File: src/obm_pkg.sv
package obm_pkg;
	// Register byte offsets
	localparam logic [7:0] OBM_REG_CMD  = 8'h00;
	localparam logic [7:0] OBM_REG_ARG  = 8'h04;
	localparam logic [7:0] OBM_REG_DC   = 8'h08;
	localparam logic [7:0] OBM_REG_CFG  = 8'h0C;
	localparam logic [7:0] OBM_REG_STAT = 8'h10;
	localparam logic [7:0] OBM_REG_HDR  = 8'h14;
	localparam logic [7:0] OBM_REG_AID  = 8'h18;
	localparam logic [7:0] OBM_REG_AMSK = 8'h1C;
	// Command word fields
	localparam int OBM_OP_LSB  = 0;
	localparam int OBM_DIG_LSB = 4;
	// Command opcodes
	localparam logic [3:0] OBM_OP_SET_HDR  = 4'h1;
	localparam logic [3:0] OBM_OP_MON_ALL  = 4'h2;
	localparam logic [3:0] OBM_OP_MON_TX   = 4'h3;
	localparam logic [3:0] OBM_OP_MON_RX   = 4'h4;
	localparam logic [3:0] OBM_OP_CRA      = 4'h5;
	localparam logic [3:0] OBM_OP_HFMT_OFF = 4'h6;
	localparam logic [3:0] OBM_OP_HFMT_ON  = 4'h7;
	// Digit counts of interest
	localparam logic [3:0] OBM_DIG_NONE  = 4'h0;
	localparam logic [3:0] OBM_DIG_SHORT = 4'h3;
	localparam logic [3:0] OBM_DIG_FULL  = 4'h8;
	// Config bits
	localparam int OBM_CFG_AUTO = 0;
	localparam int OBM_CFG_EXT  = 1;
	// Identifier masks
	localparam logic [31:0] OBM_ID11_MASK = 32'h0000_07FF;
	localparam logic [31:0] OBM_ID29_MASK = 32'h1FFF_FFFF;
	localparam logic [31:0] OBM_SHORT_MSK = 32'h0000_0FFF;
	localparam logic [31:0] OBM_HDR3_MSK  = 32'h00FF_FFFF;
	localparam logic [31:0] OBM_PRIO_MSK  = 32'hFF00_0000;
	localparam logic [2:0]  OBM_RX11_MSK  = 3'h7;
	// Reset values
	localparam logic [31:0] OBM_HDR_RST   = 32'h0000_0000;
	localparam logic [31:0] OBM_ZERO32    = 32'h0000_0000;
	localparam logic [7:0]  OBM_ZERO8     = 8'h00;
	// AXI responses
	localparam logic [1:0] OBM_RESP_OK  = 2'h0;
	localparam logic [1:0] OBM_RESP_ERR = 2'h2;

	// Controller states, one-hot
	typedef enum logic [2:0] {
		OBM_ST_IDLE = 3'b001,
		OBM_ST_MON  = 3'b010,
		OBM_ST_STOP = 3'b100
	} obm_state_e;

	// Monitor filter selection
	typedef enum logic [1:0] {
		OBM_MM_ALL = 2'h0,
		OBM_MM_TX  = 2'h1,
		OBM_MM_RX  = 2'h2
	} obm_mode_e;

	// Received frame identifier
	typedef struct packed {
		logic        ext;
		logic [28:0] id;
	} obm_frame_s;
endpackage

File: src/obm_monitor.sv
// Behaviour
// - three-digit header gets leading zeros
// - monitor-all shows every frame that passes the acceptance filter
// - silent on bus while monitoring
// - RTS low or any character stops
// - interrupting character is discarded
// - finish line, then stopped and idle in the same cycle
// - quiet bus with auto search starts search
// - later request corrects K-line guess
// - transmitter filter matches third header byte
// - 11-bit id in low header bits
// - receiver filter matches middle header byte
// - 11-bit receiver compare uses low three bits
// - every frame received, then judged
// - full receive address gives exact match
// - X digit makes nibble don't-care
// - four-byte receive address for 29-bit
// - heavy header format can be turned off
// - receive address resolves to nibbles only
// - mask one compares, mask zero ignores
// - 29-bit priority byte uses low five bits
module obm_monitor
	import obm_pkg::*;
#(
	parameter int ADDR_W = 8
) (
	input  wire logic              aclk,
	input  wire logic              aresetn,
	input  wire logic [ADDR_W-1:0] s_axi_awaddr,
	input  wire logic              s_axi_awvalid,
	output logic                   s_axi_awready,
	input  wire logic [31:0]       s_axi_wdata,
	input  wire logic [3:0]        s_axi_wstrb,
	input  wire logic              s_axi_wvalid,
	output logic                   s_axi_wready,
	output logic [1:0]             s_axi_bresp,
	output logic                   s_axi_bvalid,
	input  wire logic              s_axi_bready,
	input  wire logic [ADDR_W-1:0] s_axi_araddr,
	input  wire logic              s_axi_arvalid,
	output logic                   s_axi_arready,
	output logic [31:0]            s_axi_rdata,
	output logic [1:0]             s_axi_rresp,
	output logic                   s_axi_rvalid,
	input  wire logic              s_axi_rready,
	input  wire logic              frame_valid,
	input  obm_frame_s             frame_in,
	output obm_frame_s             disp_frame,
	output logic                   disp_valid,
	input  wire logic              disp_ready,
	input  wire logic              line_busy,
	input  wire logic              rx_char_valid,
	input  wire logic              rts_n_pin,
	output logic                   char_drop,
	output logic                   stopped,
	output logic                   busy,
	output logic                   can_ack_en,
	output logic                   wakeup_en,
	output logic                   bus_quiet_unused_n,
	input  wire logic              bus_quiet,
	output logic                   search_start,
	input  wire logic              search_kline_9141,
	input  wire logic              diag_req,
	output logic                   kline_recheck,
	output logic                   hdr_raw
);
	// Offsets need six address bits; a wider bus would alias onto the map
	if (ADDR_W < 6 || ADDR_W > 8) begin : g_addr_chk
		$error("ADDR_W outside the register map range");
	end

	// Nibble enable mask from the don't-care digit bits
	function automatic logic [31:0] nib_mask(input logic [7:0] dc);
		logic [31:0] m;
		m = OBM_ZERO32;
		for (int i = 0; i < 8; i++) begin
			m[i*4 +: 4] = dc[i] ? 4'h0 : 4'hF;
		end
		return m;
	endfunction

	// Receiver byte of a frame's header view
	function automatic logic [7:0] rx_byte(input obm_frame_s f);
		if (f.ext) begin
			return f.id[15:8];
		end
		return {5'h00, f.id[10:8]};
	endfunction

	// ---------------- Register bus state ----------------
	logic              awready_r, awready_nxt;
	logic              wready_r, wready_nxt;
	logic              aw_have_r, aw_have_nxt;   // Address latched
	logic              w_have_r, w_have_nxt;     // Data latched
	logic [ADDR_W-1:0] awaddr_r, awaddr_nxt;
	logic [31:0]       wdata_r, wdata_nxt;
	logic [3:0]        wstrb_r, wstrb_nxt;
	logic              bvalid_r, bvalid_nxt;
	logic [1:0]        bresp_r, bresp_nxt;
	logic              arready_r, arready_nxt;
	logic              rvalid_r, rvalid_nxt;
	logic [31:0]       rdata_r, rdata_nxt;
	logic [1:0]        rresp_r, rresp_nxt;
	logic [31:0]       arg_r, arg_nxt;           // Command argument digits
	logic [7:0]        dc_r, dc_nxt;             // Don't-care digit flags
	logic [1:0]        cfg_r, cfg_nxt;           // Auto search, 29-bit bus
	logic [7:0]        cmd_r, cmd_nxt;           // Opcode and digit count
	logic              fire_r, fire_nxt;         // One-cycle command strobe

	// ---------------- Core state ----------------
	obm_state_e  state_r, state_nxt;
	obm_mode_e   mode_r, mode_nxt;
	logic [7:0]  maddr_r, maddr_nxt;             // Monitor address
	logic [31:0] hdr_r, hdr_nxt;                 // Priority plus three bytes
	logic [31:0] aid_r, aid_nxt;                 // Acceptance filter
	logic [31:0] amsk_r, amsk_nxt;               // Acceptance mask
	logic        hraw_r, hraw_nxt;
	obm_frame_s  dfr_r, dfr_nxt;
	logic        dval_r, dval_nxt;
	logic        drop_r, drop_nxt;
	logic        stop_r, stop_nxt;
	logic        srch_r, srch_nxt;
	logic        kgs_r, kgs_nxt;                 // K-line guess pending
	logic        rchk_r, rchk_nxt;
	logic        rts_meta_r, rts_sync_r;         // Pin synchroniser

	logic [7:0]  wofs, rofs;
	logic [31:0] mask_w, sel_w, stat_w;
	logic        acc_w, mon_w;

	assign wofs = 8'(awaddr_r);
	assign rofs = 8'(s_axi_araddr);

	// Status word: state, mode, guess flag, header view
	assign stat_w = {24'h00_0000, kgs_r, hraw_r, mode_r, 1'b0, state_r};

	// Register bus next state; write and read run independently
	always_comb begin
		awready_nxt = awready_r;
		wready_nxt  = wready_r;
		aw_have_nxt = aw_have_r;
		w_have_nxt  = w_have_r;
		awaddr_nxt  = awaddr_r;
		wdata_nxt   = wdata_r;
		wstrb_nxt   = wstrb_r;
		bvalid_nxt  = bvalid_r;
		bresp_nxt   = bresp_r;
		arready_nxt = 1'b0;
		rvalid_nxt  = rvalid_r;
		rdata_nxt   = rdata_r;
		rresp_nxt   = rresp_r;
		arg_nxt     = arg_r;
		dc_nxt      = dc_r;
		cfg_nxt     = cfg_r;
		cmd_nxt     = cmd_r;
		fire_nxt    = 1'b0;
		// Address and data accepted in either order
		if (s_axi_awvalid && awready_r) begin
			aw_have_nxt = 1'b1;
			awaddr_nxt  = s_axi_awaddr;
			awready_nxt = 1'b0;
		end
		if (s_axi_wvalid && wready_r) begin
			w_have_nxt = 1'b1;
			wdata_nxt  = s_axi_wdata;
			wstrb_nxt  = s_axi_wstrb;
			wready_nxt = 1'b0;
		end
		// Both halves held: perform the write once
		if (aw_have_r && w_have_r && !bvalid_r) begin
			aw_have_nxt = 1'b0;
			w_have_nxt  = 1'b0;
			bvalid_nxt  = 1'b1;
			bresp_nxt   = OBM_RESP_OK;
			case (wofs)
				OBM_REG_ARG: begin
					for (int b = 0; b < 4; b++) begin
						if (wstrb_r[b]) begin
							arg_nxt[b*8 +: 8] = wdata_r[b*8 +: 8];
						end
					end
				end
				OBM_REG_DC: begin
					if (wstrb_r[0]) begin
						dc_nxt = wdata_r[7:0];
					end
				end
				OBM_REG_CFG: begin
					if (wstrb_r[0]) begin
						cfg_nxt = wdata_r[1:0];
					end
				end
				OBM_REG_CMD: begin
					// Commands only run while waiting for the host
					if (wstrb_r[0] && state_r == OBM_ST_IDLE) begin
						cmd_nxt  = wdata_r[7:0];
						fire_nxt = 1'b1;
					end
				end
				default: begin
					bresp_nxt = OBM_RESP_ERR;
				end
			endcase
		end
		// Response taken: reopen both channels
		if (bvalid_r && s_axi_bready) begin
			bvalid_nxt  = 1'b0;
			awready_nxt = 1'b1;
			wready_nxt  = 1'b1;
		end
		// Read: one cycle ready pulse, data valid in the same cycle
		if (s_axi_arvalid && !arready_r && !rvalid_r) begin
			arready_nxt = 1'b1;
			rvalid_nxt  = 1'b1;
			rresp_nxt   = OBM_RESP_OK;
			case (rofs)
				OBM_REG_CMD:  rdata_nxt = {24'h00_0000, cmd_r};
				OBM_REG_ARG:  rdata_nxt = arg_r;
				OBM_REG_DC:   rdata_nxt = {24'h00_0000, dc_r};
				OBM_REG_CFG:  rdata_nxt = {30'h0000_0000, cfg_r};
				OBM_REG_STAT: rdata_nxt = stat_w;
				OBM_REG_HDR:  rdata_nxt = hdr_r;
				OBM_REG_AID:  rdata_nxt = aid_r;
				OBM_REG_AMSK: rdata_nxt = amsk_r;
				default: begin
					rdata_nxt = OBM_ZERO32;
					rresp_nxt = OBM_RESP_ERR;
				end
			endcase
		end
		if (rvalid_r && s_axi_rready) begin
			rvalid_nxt = 1'b0;
		end
	end

	// Register bus flops
	always_ff @(posedge aclk) begin
		if (!aresetn) begin
			awready_r <= 1'b1;
			wready_r  <= 1'b1;
			aw_have_r <= 1'b0;
			w_have_r  <= 1'b0;
			awaddr_r  <= '0;
			wdata_r   <= OBM_ZERO32;
			wstrb_r   <= 4'h0;
			bvalid_r  <= 1'b0;
			bresp_r   <= OBM_RESP_OK;
			arready_r <= 1'b0;
			rvalid_r  <= 1'b0;
			rdata_r   <= OBM_ZERO32;
			rresp_r   <= OBM_RESP_OK;
			arg_r     <= OBM_ZERO32;
			dc_r      <= OBM_ZERO8;
			cfg_r     <= 2'h0;
			cmd_r     <= OBM_ZERO8;
			fire_r    <= 1'b0;
		end else begin
			awready_r <= awready_nxt;
			wready_r  <= wready_nxt;
			aw_have_r <= aw_have_nxt;
			w_have_r  <= w_have_nxt;
			awaddr_r  <= awaddr_nxt;
			wdata_r   <= wdata_nxt;
			wstrb_r   <= wstrb_nxt;
			bvalid_r  <= bvalid_nxt;
			bresp_r   <= bresp_nxt;
			arready_r <= arready_nxt;
			rvalid_r  <= rvalid_nxt;
			rdata_r   <= rdata_nxt;
			rresp_r   <= rresp_nxt;
			arg_r     <= arg_nxt;
			dc_r      <= dc_nxt;
			cfg_r     <= cfg_nxt;
			cmd_r     <= cmd_nxt;
			fire_r    <= fire_nxt;
		end
	end

	// Width mask of the active identifier size
	assign sel_w  = cfg_r[OBM_CFG_EXT] ? OBM_ID29_MASK : OBM_ID11_MASK;
	assign mask_w = nib_mask(dc_r) & sel_w;

	// Acceptance on every frame: mask one bits must match
	assign acc_w = (((32'(frame_in.id) ^ aid_r) & amsk_r) == OBM_ZERO32);

	// Monitor address filter on the header byte view
	always_comb begin
		mon_w = 1'b1;
		case (mode_r)
			OBM_MM_TX: mon_w = (frame_in.id[7:0] == maddr_r);
			OBM_MM_RX: begin
				if (frame_in.ext) begin
					mon_w = (rx_byte(frame_in) == maddr_r);
				end else begin
					mon_w = (rx_byte(frame_in) == {5'h00, maddr_r[2:0] & OBM_RX11_MSK});
				end
			end
			default: mon_w = 1'b1;
		endcase
	end

	// Core next state: commands, monitor, interrupt, display
	always_comb begin
		state_nxt = state_r;
		mode_nxt  = mode_r;
		maddr_nxt = maddr_r;
		hdr_nxt   = hdr_r;
		aid_nxt   = aid_r;
		amsk_nxt  = amsk_r;
		hraw_nxt  = hraw_r;
		dfr_nxt   = dfr_r;
		dval_nxt  = dval_r;
		drop_nxt  = 1'b0;
		stop_nxt  = 1'b0;
		srch_nxt  = 1'b0;
		kgs_nxt   = kgs_r;
		rchk_nxt  = 1'b0;
		// Display slot empties when the printer takes it
		if (dval_r && disp_ready) begin
			dval_nxt = 1'b0;
		end
		case (state_r)
			OBM_ST_IDLE: begin
				// Settings only change here, so a frame in print is untouched
				if (fire_r) begin
					case (cmd_r[OBM_OP_LSB +: 4])
						OBM_OP_SET_HDR: begin
							if (cmd_r[OBM_DIG_LSB +: 4] == OBM_DIG_SHORT) begin
								hdr_nxt = (hdr_r & OBM_PRIO_MSK) | (arg_r & OBM_SHORT_MSK);
							end else if (cmd_r[OBM_DIG_LSB +: 4] == OBM_DIG_FULL) begin
								hdr_nxt = arg_r & OBM_ID29_MASK;
							end else begin
								hdr_nxt = (hdr_r & OBM_PRIO_MSK) | (arg_r & OBM_HDR3_MSK);
							end
						end
						OBM_OP_MON_ALL, OBM_OP_MON_TX, OBM_OP_MON_RX: begin
							state_nxt = OBM_ST_MON;
							maddr_nxt = arg_r[7:0];
							case (cmd_r[OBM_OP_LSB +: 4])
								OBM_OP_MON_TX: mode_nxt = OBM_MM_TX;
								OBM_OP_MON_RX: mode_nxt = OBM_MM_RX;
								default:       mode_nxt = OBM_MM_ALL;
							endcase
							srch_nxt = cfg_r[OBM_CFG_AUTO] && bus_quiet;
						end
						OBM_OP_CRA: begin
							if (cmd_r[OBM_DIG_LSB +: 4] == OBM_DIG_NONE) begin
								amsk_nxt = OBM_ZERO32;
								aid_nxt  = OBM_ZERO32;
							end else begin
								amsk_nxt = mask_w;
								aid_nxt  = arg_r & mask_w;
							end
						end
						OBM_OP_HFMT_OFF: hraw_nxt = 1'b1;
						OBM_OP_HFMT_ON:  hraw_nxt = 1'b0;
						default: begin
						end
					endcase
				end
				// Replies outside monitor pass the acceptance test only
				if (frame_valid && acc_w && !dval_r) begin
					dfr_nxt  = frame_in;
					dval_nxt = 1'b1;
				end
			end
			OBM_ST_MON: begin
				if (frame_valid && acc_w && mon_w && !dval_r) begin
					dfr_nxt  = frame_in;
					dval_nxt = 1'b1;
				end
				// Any character value or RTS low ends monitoring
				if (rx_char_valid || !rts_sync_r) begin
					state_nxt = OBM_ST_STOP;
				end
				if (search_kline_9141 && cfg_r[OBM_CFG_AUTO]) begin
					kgs_nxt = 1'b1;
				end
			end
			OBM_ST_STOP: begin
				// Finish the line in progress before reporting
				if (!dval_r && !line_busy) begin
					stop_nxt  = 1'b1;
					state_nxt = OBM_ST_IDLE;
				end
			end
			default: state_nxt = OBM_ST_IDLE;
		endcase
		// Interrupting characters never reach the parser
		if (rx_char_valid && state_r != OBM_ST_IDLE) begin
			drop_nxt = 1'b1;
		end
		// Later diagnostic request re-runs the protocol choice
		if (kgs_r && diag_req && state_r == OBM_ST_IDLE) begin
			rchk_nxt = cfg_r[OBM_CFG_AUTO];
			kgs_nxt  = 1'b0;
		end
	end

	// Core flops
	always_ff @(posedge aclk) begin
		if (!aresetn) begin
			state_r    <= OBM_ST_IDLE;
			mode_r     <= OBM_MM_ALL;
			maddr_r    <= OBM_ZERO8;
			hdr_r      <= OBM_HDR_RST;
			aid_r      <= OBM_ZERO32;
			amsk_r     <= OBM_ZERO32;
			hraw_r     <= 1'b0;
			dfr_r      <= '0;
			dval_r     <= 1'b0;
			drop_r     <= 1'b0;
			stop_r     <= 1'b0;
			srch_r     <= 1'b0;
			kgs_r      <= 1'b0;
			rchk_r     <= 1'b0;
			rts_meta_r <= 1'b1;
			rts_sync_r <= 1'b1;
		end else begin
			state_r    <= state_nxt;
			mode_r     <= mode_nxt;
			maddr_r    <= maddr_nxt;
			hdr_r      <= hdr_nxt;
			aid_r      <= aid_nxt;
			amsk_r     <= amsk_nxt;
			hraw_r     <= hraw_nxt;
			dfr_r      <= dfr_nxt;
			dval_r     <= dval_nxt;
			drop_r     <= drop_nxt;
			stop_r     <= stop_nxt;
			srch_r     <= srch_nxt;
			kgs_r      <= kgs_nxt;
			rchk_r     <= rchk_nxt;
			rts_meta_r <= rts_n_pin;
			rts_sync_r <= rts_meta_r;
		end
	end

	// Bus silence is registered from the next state, in step with the state register
	logic ack_r, wake_r, busy_r;
	always_ff @(posedge aclk) begin
		if (!aresetn) begin
			ack_r  <= 1'b1;
			wake_r <= 1'b1;
			busy_r <= 1'b0;
		end else begin
			ack_r  <= (state_nxt == OBM_ST_IDLE);
			wake_r <= (state_nxt == OBM_ST_IDLE);
			busy_r <= (state_nxt != OBM_ST_IDLE);
		end
	end

	assign s_axi_awready      = awready_r;
	assign s_axi_wready       = wready_r;
	assign s_axi_bvalid       = bvalid_r;
	assign s_axi_bresp        = bresp_r;
	assign s_axi_arready      = arready_r;
	assign s_axi_rvalid       = rvalid_r;
	assign s_axi_rdata        = rdata_r;
	assign s_axi_rresp        = rresp_r;
	assign disp_frame         = dfr_r;
	assign disp_valid         = dval_r;
	assign char_drop          = drop_r;
	assign stopped            = stop_r;
	assign busy               = busy_r;
	assign can_ack_en         = ack_r;
	assign wakeup_en          = wake_r;
	assign bus_quiet_unused_n = ack_r;
	assign search_start       = srch_r;
	assign kline_recheck      = rchk_r;
	assign hdr_raw            = hraw_r;
endmodule

File: config.mk
export PLATFORM = sky130hd
export DESIGN_NAME = obm_monitor
export DESIGN_NICKNAME = d
export VERILOG_FILES = /design/src/obm_pkg.sv /design/src/obm_monitor.sv
export SDC_FILE = /design/constraint.sdc
export NUM_CORES = 1
export LEC_CHECK = 0
export BUFFER_PORTS_ARGS = -buffer_cell sky130_fd_sc_hd__buf_2
export CAP_MARGIN = 20
export CORE_MARGIN = 2
export CORE_UTILIZATION = 30
export DETAILED_ROUTE_END_ITERATION = 8
export HOLD_SLACK_MARGIN = 0.08
export PLACE_DENSITY_LB_ADDON = 0.15
export SLEW_MARGIN = 20
export SYNTH_ARGS = -nofsm -noshare
export SYNTH_HDL_FRONTEND = slang
export SYNTH_SLANG_ARGS = --single-unit
File: constraint.sdc
create_clock -name aclk -period 3 [get_ports aclk]
set_input_delay 0.6 -clock aclk [delete_from_list [all_inputs] [get_ports aclk]]
set_output_delay 0.6 -clock aclk [all_outputs]
set_load 0.02 [all_outputs]
**Word-level counts from Yosys, hierarchy flattened**

Cells that the tools add are included.

- Shift-type cells: 0
- Add/sub/neg operators: 0
- Bitwise logic cells: 7
- Magnitude comparators: 0
- Reductions and logical operators: 57
- Div/mod/pow operators: 0
- Muxes and demuxes: 46
- Eq/ne operators: 32
- $mul: 0

Operators by type and width:

| operator | number |
|---|---|
| $pmux W32 S8 | 1 |
| $mux W32 | 4 |
| $and A32 B32 Y32 | 2 |
| $mux W30 | 2 |
| $pmux W30 S2 | 1 |
| $mux W8 | 6 |
| $reduce_and A3 Y1 | 13 |
| $and A32 B29 Y32 | 1 |
| $eq A8 B4 Y1 const B | 4 |
| $eq A8 B5 Y1 const B | 4 |
| $logic_not A32 Y1 | 1 |
| $mux W4 | 8 |
| $or A32 B12 Y32 | 1 |
| $or A32 B24 Y32 | 1 |
| $xor A29 B32 Y32 | 1 |
| $mux W29 | 1 |
| $logic_and A1 B1 Y1 | 20 |
| $eq A4 B3 Y1 const B | 4 |
| $eq A8 B3 Y1 const B | 2 |
| $eq A8 B8 Y1 | 2 |
| $logic_not A8 Y1 | 2 |
| $eq A4 B2 Y1 const B | 3 |
| $mux W1 | 12 |
| $mux W3 | 4 |
| other kinds (25) | 42 |

- Memories: 0
- Input port bits: 97
- Bits in latches: 0
- Memory bits (read-only): 0
- RAM bits: 0
- Flip-flop bits (word level): 288
- Output and inout bits: 81
- Word-level logic and storage cells: 182

**Longest topological paths before layout**

- Depth in word-level cells: 12
- Depth in mapped cells: 8

**Worst setup path after synthesis**

OpenSTA, ideal clock, no wires.

- Kind: input-to-reg
- Start: input s_axi_araddr[7]
- End: register rdata_r[25] (netlist: s_axi_rdata[25])
- Required time: 2,919 ps
- Arrival time: 2,098 ps
- Buffers on the path: 2
- Setup slack: 821 ps
- Stages: 6
- Path through: or4_4 buf_6 nor4b_4 buf_6 a22oi_2 a41oi_1

- Cells in the longest elaborated chain, start to end: 2
- Elaborated cells on any way between the ends: 9
- Classes of those cells: eq/ne: 7; mux: 1; reduce/logical: 1

Ends and longest elaborated chain:

| what | line | source |
|---|---|---|
| start: declaration | obm_monitor.sv:39 | `input wire logic [ADDR_W-1:0] s_axi_araddr,` |
| $eq A8 B5 Y1 (tied with other cells) | obm_monitor.sv:216 | `case (rofs)` |
| $pmux W32 S8 * | obm_monitor.sv:216 |  |
| end signal: assignment | obm_monitor.sv:269 | `rdata_r <= rdata_nxt;` |
| end: declaration | obm_monitor.sv:102 | `logic [31:0] rdata_r, rdata_nxt;` |

Mark *: on every way between the ends. The rest lies on a longest branch, timed or not.
A chain may end at the register's enable or synchronous reset.

**Worst setup path after layout**

- Start: register aid_r[22]
- End: register dfr_r, in the netlist disp_frame[19]

- Cells in the longest elaborated chain, start to end: 8
- Elaborated cells on any way between the ends: 10
- Classes of those cells: eq/ne: 2; bitwise: 2; reduce/logical: 6

Ends and longest elaborated chain:

| what | line | source |
|---|---|---|
| start: declaration | obm_monitor.sv:115 | `logic [31:0] aid_r, aid_nxt;` |
| start signal: assignment | obm_monitor.sv:424 | `aid_r <= aid_nxt;` |
| $xor A29 B32 Y32 * | obm_monitor.sv:284 | `assign acc_w = (((32'(frame_in.id) ^ aid_r) & amsk_r) == OBM_ZERO32);` |
| $and A32 B32 Y32 * | obm_monitor.sv:284 |  |
| $logic_not A32 Y1 * | obm_monitor.sv:284 |  |
| $logic_and A1 B1 Y1 * | obm_monitor.sv:362, obm_monitor.sv:368 |  |
| $logic_and A1 B1 Y1 (2 in a row) | obm_monitor.sv:368 | `if (frame_valid && acc_w && mon_w && !dval_r) begin` |
| $ne A2 B2 Y1 (no line) | n/a |  |
| $reduce_and A3 Y1 (no line) * | n/a |  |
| end signal: assignment | obm_monitor.sv:427 | `dfr_r <= dfr_nxt;` |
| end: declaration | obm_monitor.sv:118 | `obm_frame_s dfr_r, dfr_nxt;` |

Marked as above.

==> summary by stage <==
Synthesis
The synthesized flop and latch total is 257. Counting flops with an async set or reset pin after synthesis yields a share of 0. The most instantiated flip-flop cell in the synthesis netlist is sky130_fd_sc_hd__dfxtp_1. The count of different cell masters after synthesis is 57. Sorting the synthesized cells by area gives the leading types as sky130_fd_sc_hd__dfxtp_1, sky130_fd_sc_hd__nand2_1, sky130_fd_sc_hd__mux2i_1.

The share of synthesized area in the top cell type comes to 0.4780. During synthesis, Yosys emitted a total of 0 warnings. The mapped netlist covers 10760 um2. Dividing the synthesized area by the synthesized cell count gives 8.750 um2. After technology mapping, the gate count stands at 1230. The number of flops mapped to enable cells by yosys is 0. The library cell with the largest summed area after synthesis is sky130_fd_sc_hd__dfxtp_1. The sequential cell area fraction in the yosys report is 0.4780.

Floorplan
After floorplanning, the core was sized to cover 35480 um2. The floorplan die height is 193.4 um. The die covers 37410 um2. The number of cell rows is 69. The initial core utilization is 0.3033. From left edge to right edge, the die measures 193.4 um. 178 I/O pins were placed.

Cells and area
At the end of the flow the core is filled with cells to 0.3685. The number of nets in the layout is 1473. The diode insertion count for antenna repair is 0.

The share of final-layout standard cells stronger than drive strength 1 is 0.1941. The growth of design area from synthesis to finish is 21.47%.

Placement
The number of buffer cells added on primary ports is 175. The final weighted congestion in routability-driven placement is 0.7909. After legalization and detailed placement, the total HPWL measured 23.98 mm.

CTS
The maximum buffer depth of the clock tree is 3. The post-CTS setup repair buffer count is 0. TritonCTS built the clock tree. The clock latency on the worst-skew pair is 0.57 ns. The number of hold buffers added after CTS was 0. The H-tree level count is 1. The root cell of the clock tree is sky130_fd_sc_hd__clkbuf_16. Clock tree synthesis inserted a total of 30 buffers. After clock tree synthesis, the clock-pin slew on the worst setup and hold paths is 0.06 ns. The number of gates resized after CTS is 0. The total number of clock tree sinks is 257.

Timing
The worst pin sits at a relative slew slack of 0.5266. For the final database, setup skew stands at 0.03122 ns. The worst hold slack is 0.2083 ns. Timing would allow up to 0.4300 GHz. The number of endpoints with negative hold slack in the final report is 0. The number of endpoints failing setup at the final stage is 0. At the pin with the least slew margin, the transition time is 0.7036 ns. Dividing the final minimum period by the clock period gives 0.7753. The final-report max-slew violation count is 0. Subtracting the final worst setup slack from the clock period gives 2.326 ns. Setup repair after global routing left no endpoint under its margin. Adding up every negative setup slack in the final design gives 0 ns.

GRT
The number of antenna violations at the first check in global routing is 0. Entering global routing, the biggest net connects 95 pins. For this run, the total global-route usage over all layers was measured as 0.1739. The number of global-route vias before repair is 8703. The total grt overflow is 0. The global-route wire length before repair is 52.01 mm.

Pwr
For this design the static power due to leakage is 5.078 nW. The power per cell area is 603.3 nW/um2. Across the VDD grid, the largest voltage drop is 0.4634 mV.

Run
Across the run, the number of max-cap violations was 0.

Route
The final route contains 9044 vias. In the final routed layout, each cell accounts on average for 17.84 um. The ratio of routed vias to standard cells is 4.870. The count of nets left with antenna violations once routing finished came out at 0. The count of unresolved DRC violations after routing is 0. Wires add up to 33.14 mm. The first detailed-routing pass took 7 iterations. The violation count after the first detailed-routing iteration is 454.

Critical path
Among cell families on the critical path, the largest total delay comes from compound AO/OA/AOI/OAI gates. The number of buffers and inverters on the critical path is 1. The startpoint type of the worst setup path is a flop. The cell type of the slowest stage on the worst timing path is sky130_fd_sc_hd__o41ai_1. Walking the worst path, the cells encountered are xor2_1 -> o41ai_1 -> nand4_1 -> a311oi_4 -> buf_12 -> mux2i_1.

The data arrival at the endpoint of the critical path is 2.81 ns. The startpoint identified for the worst register-to-register timing path is aid_r[22]. The beginning of the critical path is aid_r[22]. The critical path is of the reg2reg type. In this design, the stage delay of the slowest critical-path cell is 0.63 ns. The endpoint type of the worst setup path is a flop. The critical-path maximum fanout is 31. STA puts the critical path data required time at 3.49 ns.

Worst hold path
The type of the most critical hold path is in2reg. In this run the most critical hold path is launched from line_busy.

Outcome
The flow ran to the end, and the final reports show no timing, DRC or antenna violations.
-- worst reg2reg max path, cell delays in order (launching register included) --
cell,delay [ns]
sky130_fd_sc_hd__dfxtp_1,0.35
sky130_fd_sc_hd__xor2_1,0.15
sky130_fd_sc_hd__o41ai_1,0.63
sky130_fd_sc_hd__nand4_1,0.26
sky130_fd_sc_hd__a311oi_4,0.36
sky130_fd_sc_hd__buf_12,0.28
sky130_fd_sc_hd__mux2i_1,0.23
-- cell usage after synthesis, types with 3 or more instances --
library cell	n
sky130_fd_sc_hd__nor3_1	10
sky130_fd_sc_hd__o21ai_0	34
sky130_fd_sc_hd__nor3b_2	3
sky130_fd_sc_hd__mux2_2	3
sky130_fd_sc_hd__o31ai_1	3
sky130_fd_sc_hd__a22oi_1	58
sky130_fd_sc_hd__nor4_4	3
sky130_fd_sc_hd__dfxtp_1	257
sky130_fd_sc_hd__nand3_1	52
sky130_fd_sc_hd__a41oi_1	5
sky130_fd_sc_hd__xnor2_1	13
sky130_fd_sc_hd__nand4_1	7
sky130_fd_sc_hd__nand2_1	232
sky130_fd_sc_hd__inv_1	9
sky130_fd_sc_hd__nor2b_1	5
sky130_fd_sc_hd__xor2_1	33
sky130_fd_sc_hd__buf_6	7
sky130_fd_sc_hd__mux2i_1	76
sky130_fd_sc_hd__nand2b_1	9
sky130_fd_sc_hd__nor4b_1	3
sky130_fd_sc_hd__a21oi_1	135
sky130_fd_sc_hd__nor4_1	3
sky130_fd_sc_hd__buf_2	7
sky130_fd_sc_hd__o41ai_1	5
sky130_fd_sc_hd__mux4_2	5
sky130_fd_sc_hd__clkbuf_1	64
sky130_fd_sc_hd__buf_4	12
sky130_fd_sc_hd__a221oi_1	3
sky130_fd_sc_hd__nor2_1	111
sky130_fd_sc_hd__a31oi_1	17
sky130_fd_sc_hd__and2_1	9
-- layout make-up --
type                       instances  area, um2
timing repair buffer             203       1164
fill                            3707      22410
inverter                           9      36.28
clock buffer                      50      907.1
tap                              461      576.8
sequential                       257       5145
multi-input combinational        873       5150
clock inverter                     4      95.09
-- per-layer routing --
metal / wire length [um] / vias to the layer above / track usage / part of all wire
met5: 0 / - / 0 / 0
met4: 695 / 0 / 0.04128 / 0.021
met3: 1976 / 40 / 0.03312 / 0.060
met2: 13690 / 253 / 0.2516 / 0.41
met1: 16780 / 4179 / 0.2636 / 0.51
li1: - / 4572 / - / -
-- stage by stage --
stage | power [W] | cell area (um2) | std cells | worst slack [ns]
final | 0.007887 | 13070 | 1857 | 0.6742
after global routing | 0.008194 | 13070 | 1857 | 0.5168
after CTS | 0.007998 | 13070 | 1857 | 0.5288
after detailed placement | 0.004255 | 12070 | 1803 | 0.1498
after floorplan | 0.004007 | 10770 | 1231 | 0.8210
after global placement | 0.004247 | 12070 | 1803 | 0.2119
-- final timing paths --
check,endpoint,slack (ns),depth (start not counted)
setup / recovery,disp_frame[19],0.67,6
hold / removal,stopped,0.21,2
setup reg to reg,disp_frame[19],0.67,6
hold reg to reg,rts_sync_r,0.44,1
-- cell usage in the layout, fill, tap and decap left out, types with 3 or more instances in the layout --
master                        n
sky130_fd_sc_hd__clkbuf_8     6
sky130_fd_sc_hd__xor2_1      33
sky130_fd_sc_hd__a41oi_1      5
sky130_fd_sc_hd__buf_4       23
sky130_fd_sc_hd__a22oi_1     58
sky130_fd_sc_hd__buf_12       6
sky130_fd_sc_hd__nor4b_1      3
sky130_fd_sc_hd__mux2i_1     76
sky130_fd_sc_hd__a31oi_1     17
sky130_fd_sc_hd__o31ai_1      3
sky130_fd_sc_hd__clkbuf_1    13
sky130_fd_sc_hd__o21ai_0     34
sky130_fd_sc_hd__mux4_2       5
sky130_fd_sc_hd__o41ai_1      5
sky130_fd_sc_hd__nand4_1      7
sky130_fd_sc_hd__nor4_4       4
sky130_fd_sc_hd__dfxtp_1    257
sky130_fd_sc_hd__nor2_1     111
sky130_fd_sc_hd__nand3_1     52
sky130_fd_sc_hd__buf_2      174
sky130_fd_sc_hd__nand2_1    232
sky130_fd_sc_hd__nor2b_1      5
sky130_fd_sc_hd__nand2b_1     9
sky130_fd_sc_hd__bufinv_16    3
sky130_fd_sc_hd__xnor2_1     13
sky130_fd_sc_hd__a21oi_1    135
sky130_fd_sc_hd__inv_1        8
sky130_fd_sc_hd__mux2_2       3
sky130_fd_sc_hd__and2_1       9
sky130_fd_sc_hd__a221oi_1     3
sky130_fd_sc_hd__nor3_1      10
sky130_fd_sc_hd__nor4_1       3
sky130_fd_sc_hd__clkbuf_16   31
sky130_fd_sc_hd__nor3b_2      4
-- sequential cells by signal, summed over array words and instances, names as in the netlist, 4 cells and up --
signal / flops
awaddr_r: 8
hdr_r: 29
maddr_r: 8
amsk_r: 9
aid_r: 29
wdata_r: 32
cmd_r: 8
dc_r: 8
wstrb_r: 4
arg_r: 32
disp_frame: 30
s_axi_rdata: 32
-- power breakdown --
group / switching, W / internal, W / total, W
Clock: 0.00143 / 0.00229 / 0.00372
Combinational: 0.000369 / 0.000215 / 0.000584
Sequential: 0.0000738 / 0.00351 / 0.00359
Total: 0.00187 / 0.00602 / 0.00789
-- cells by family after synthesis --
| kind of cell | synth area share |
|---|---|
| buffers and inverters | 0.04511 |
| adder cells (fa/ha/maj) | 0.002325 |
| AND/OR/NAND/NOR | 0.1975 |
| other | 0.0003484 |
| XOR/XNOR | 0.03743 |
| multiplexers | 0.08428 |
| AO/OA/AOI/OAI | 0.1550 |
| flip-flops | 0.4780 |
Power figures use the tool's default switching activity.
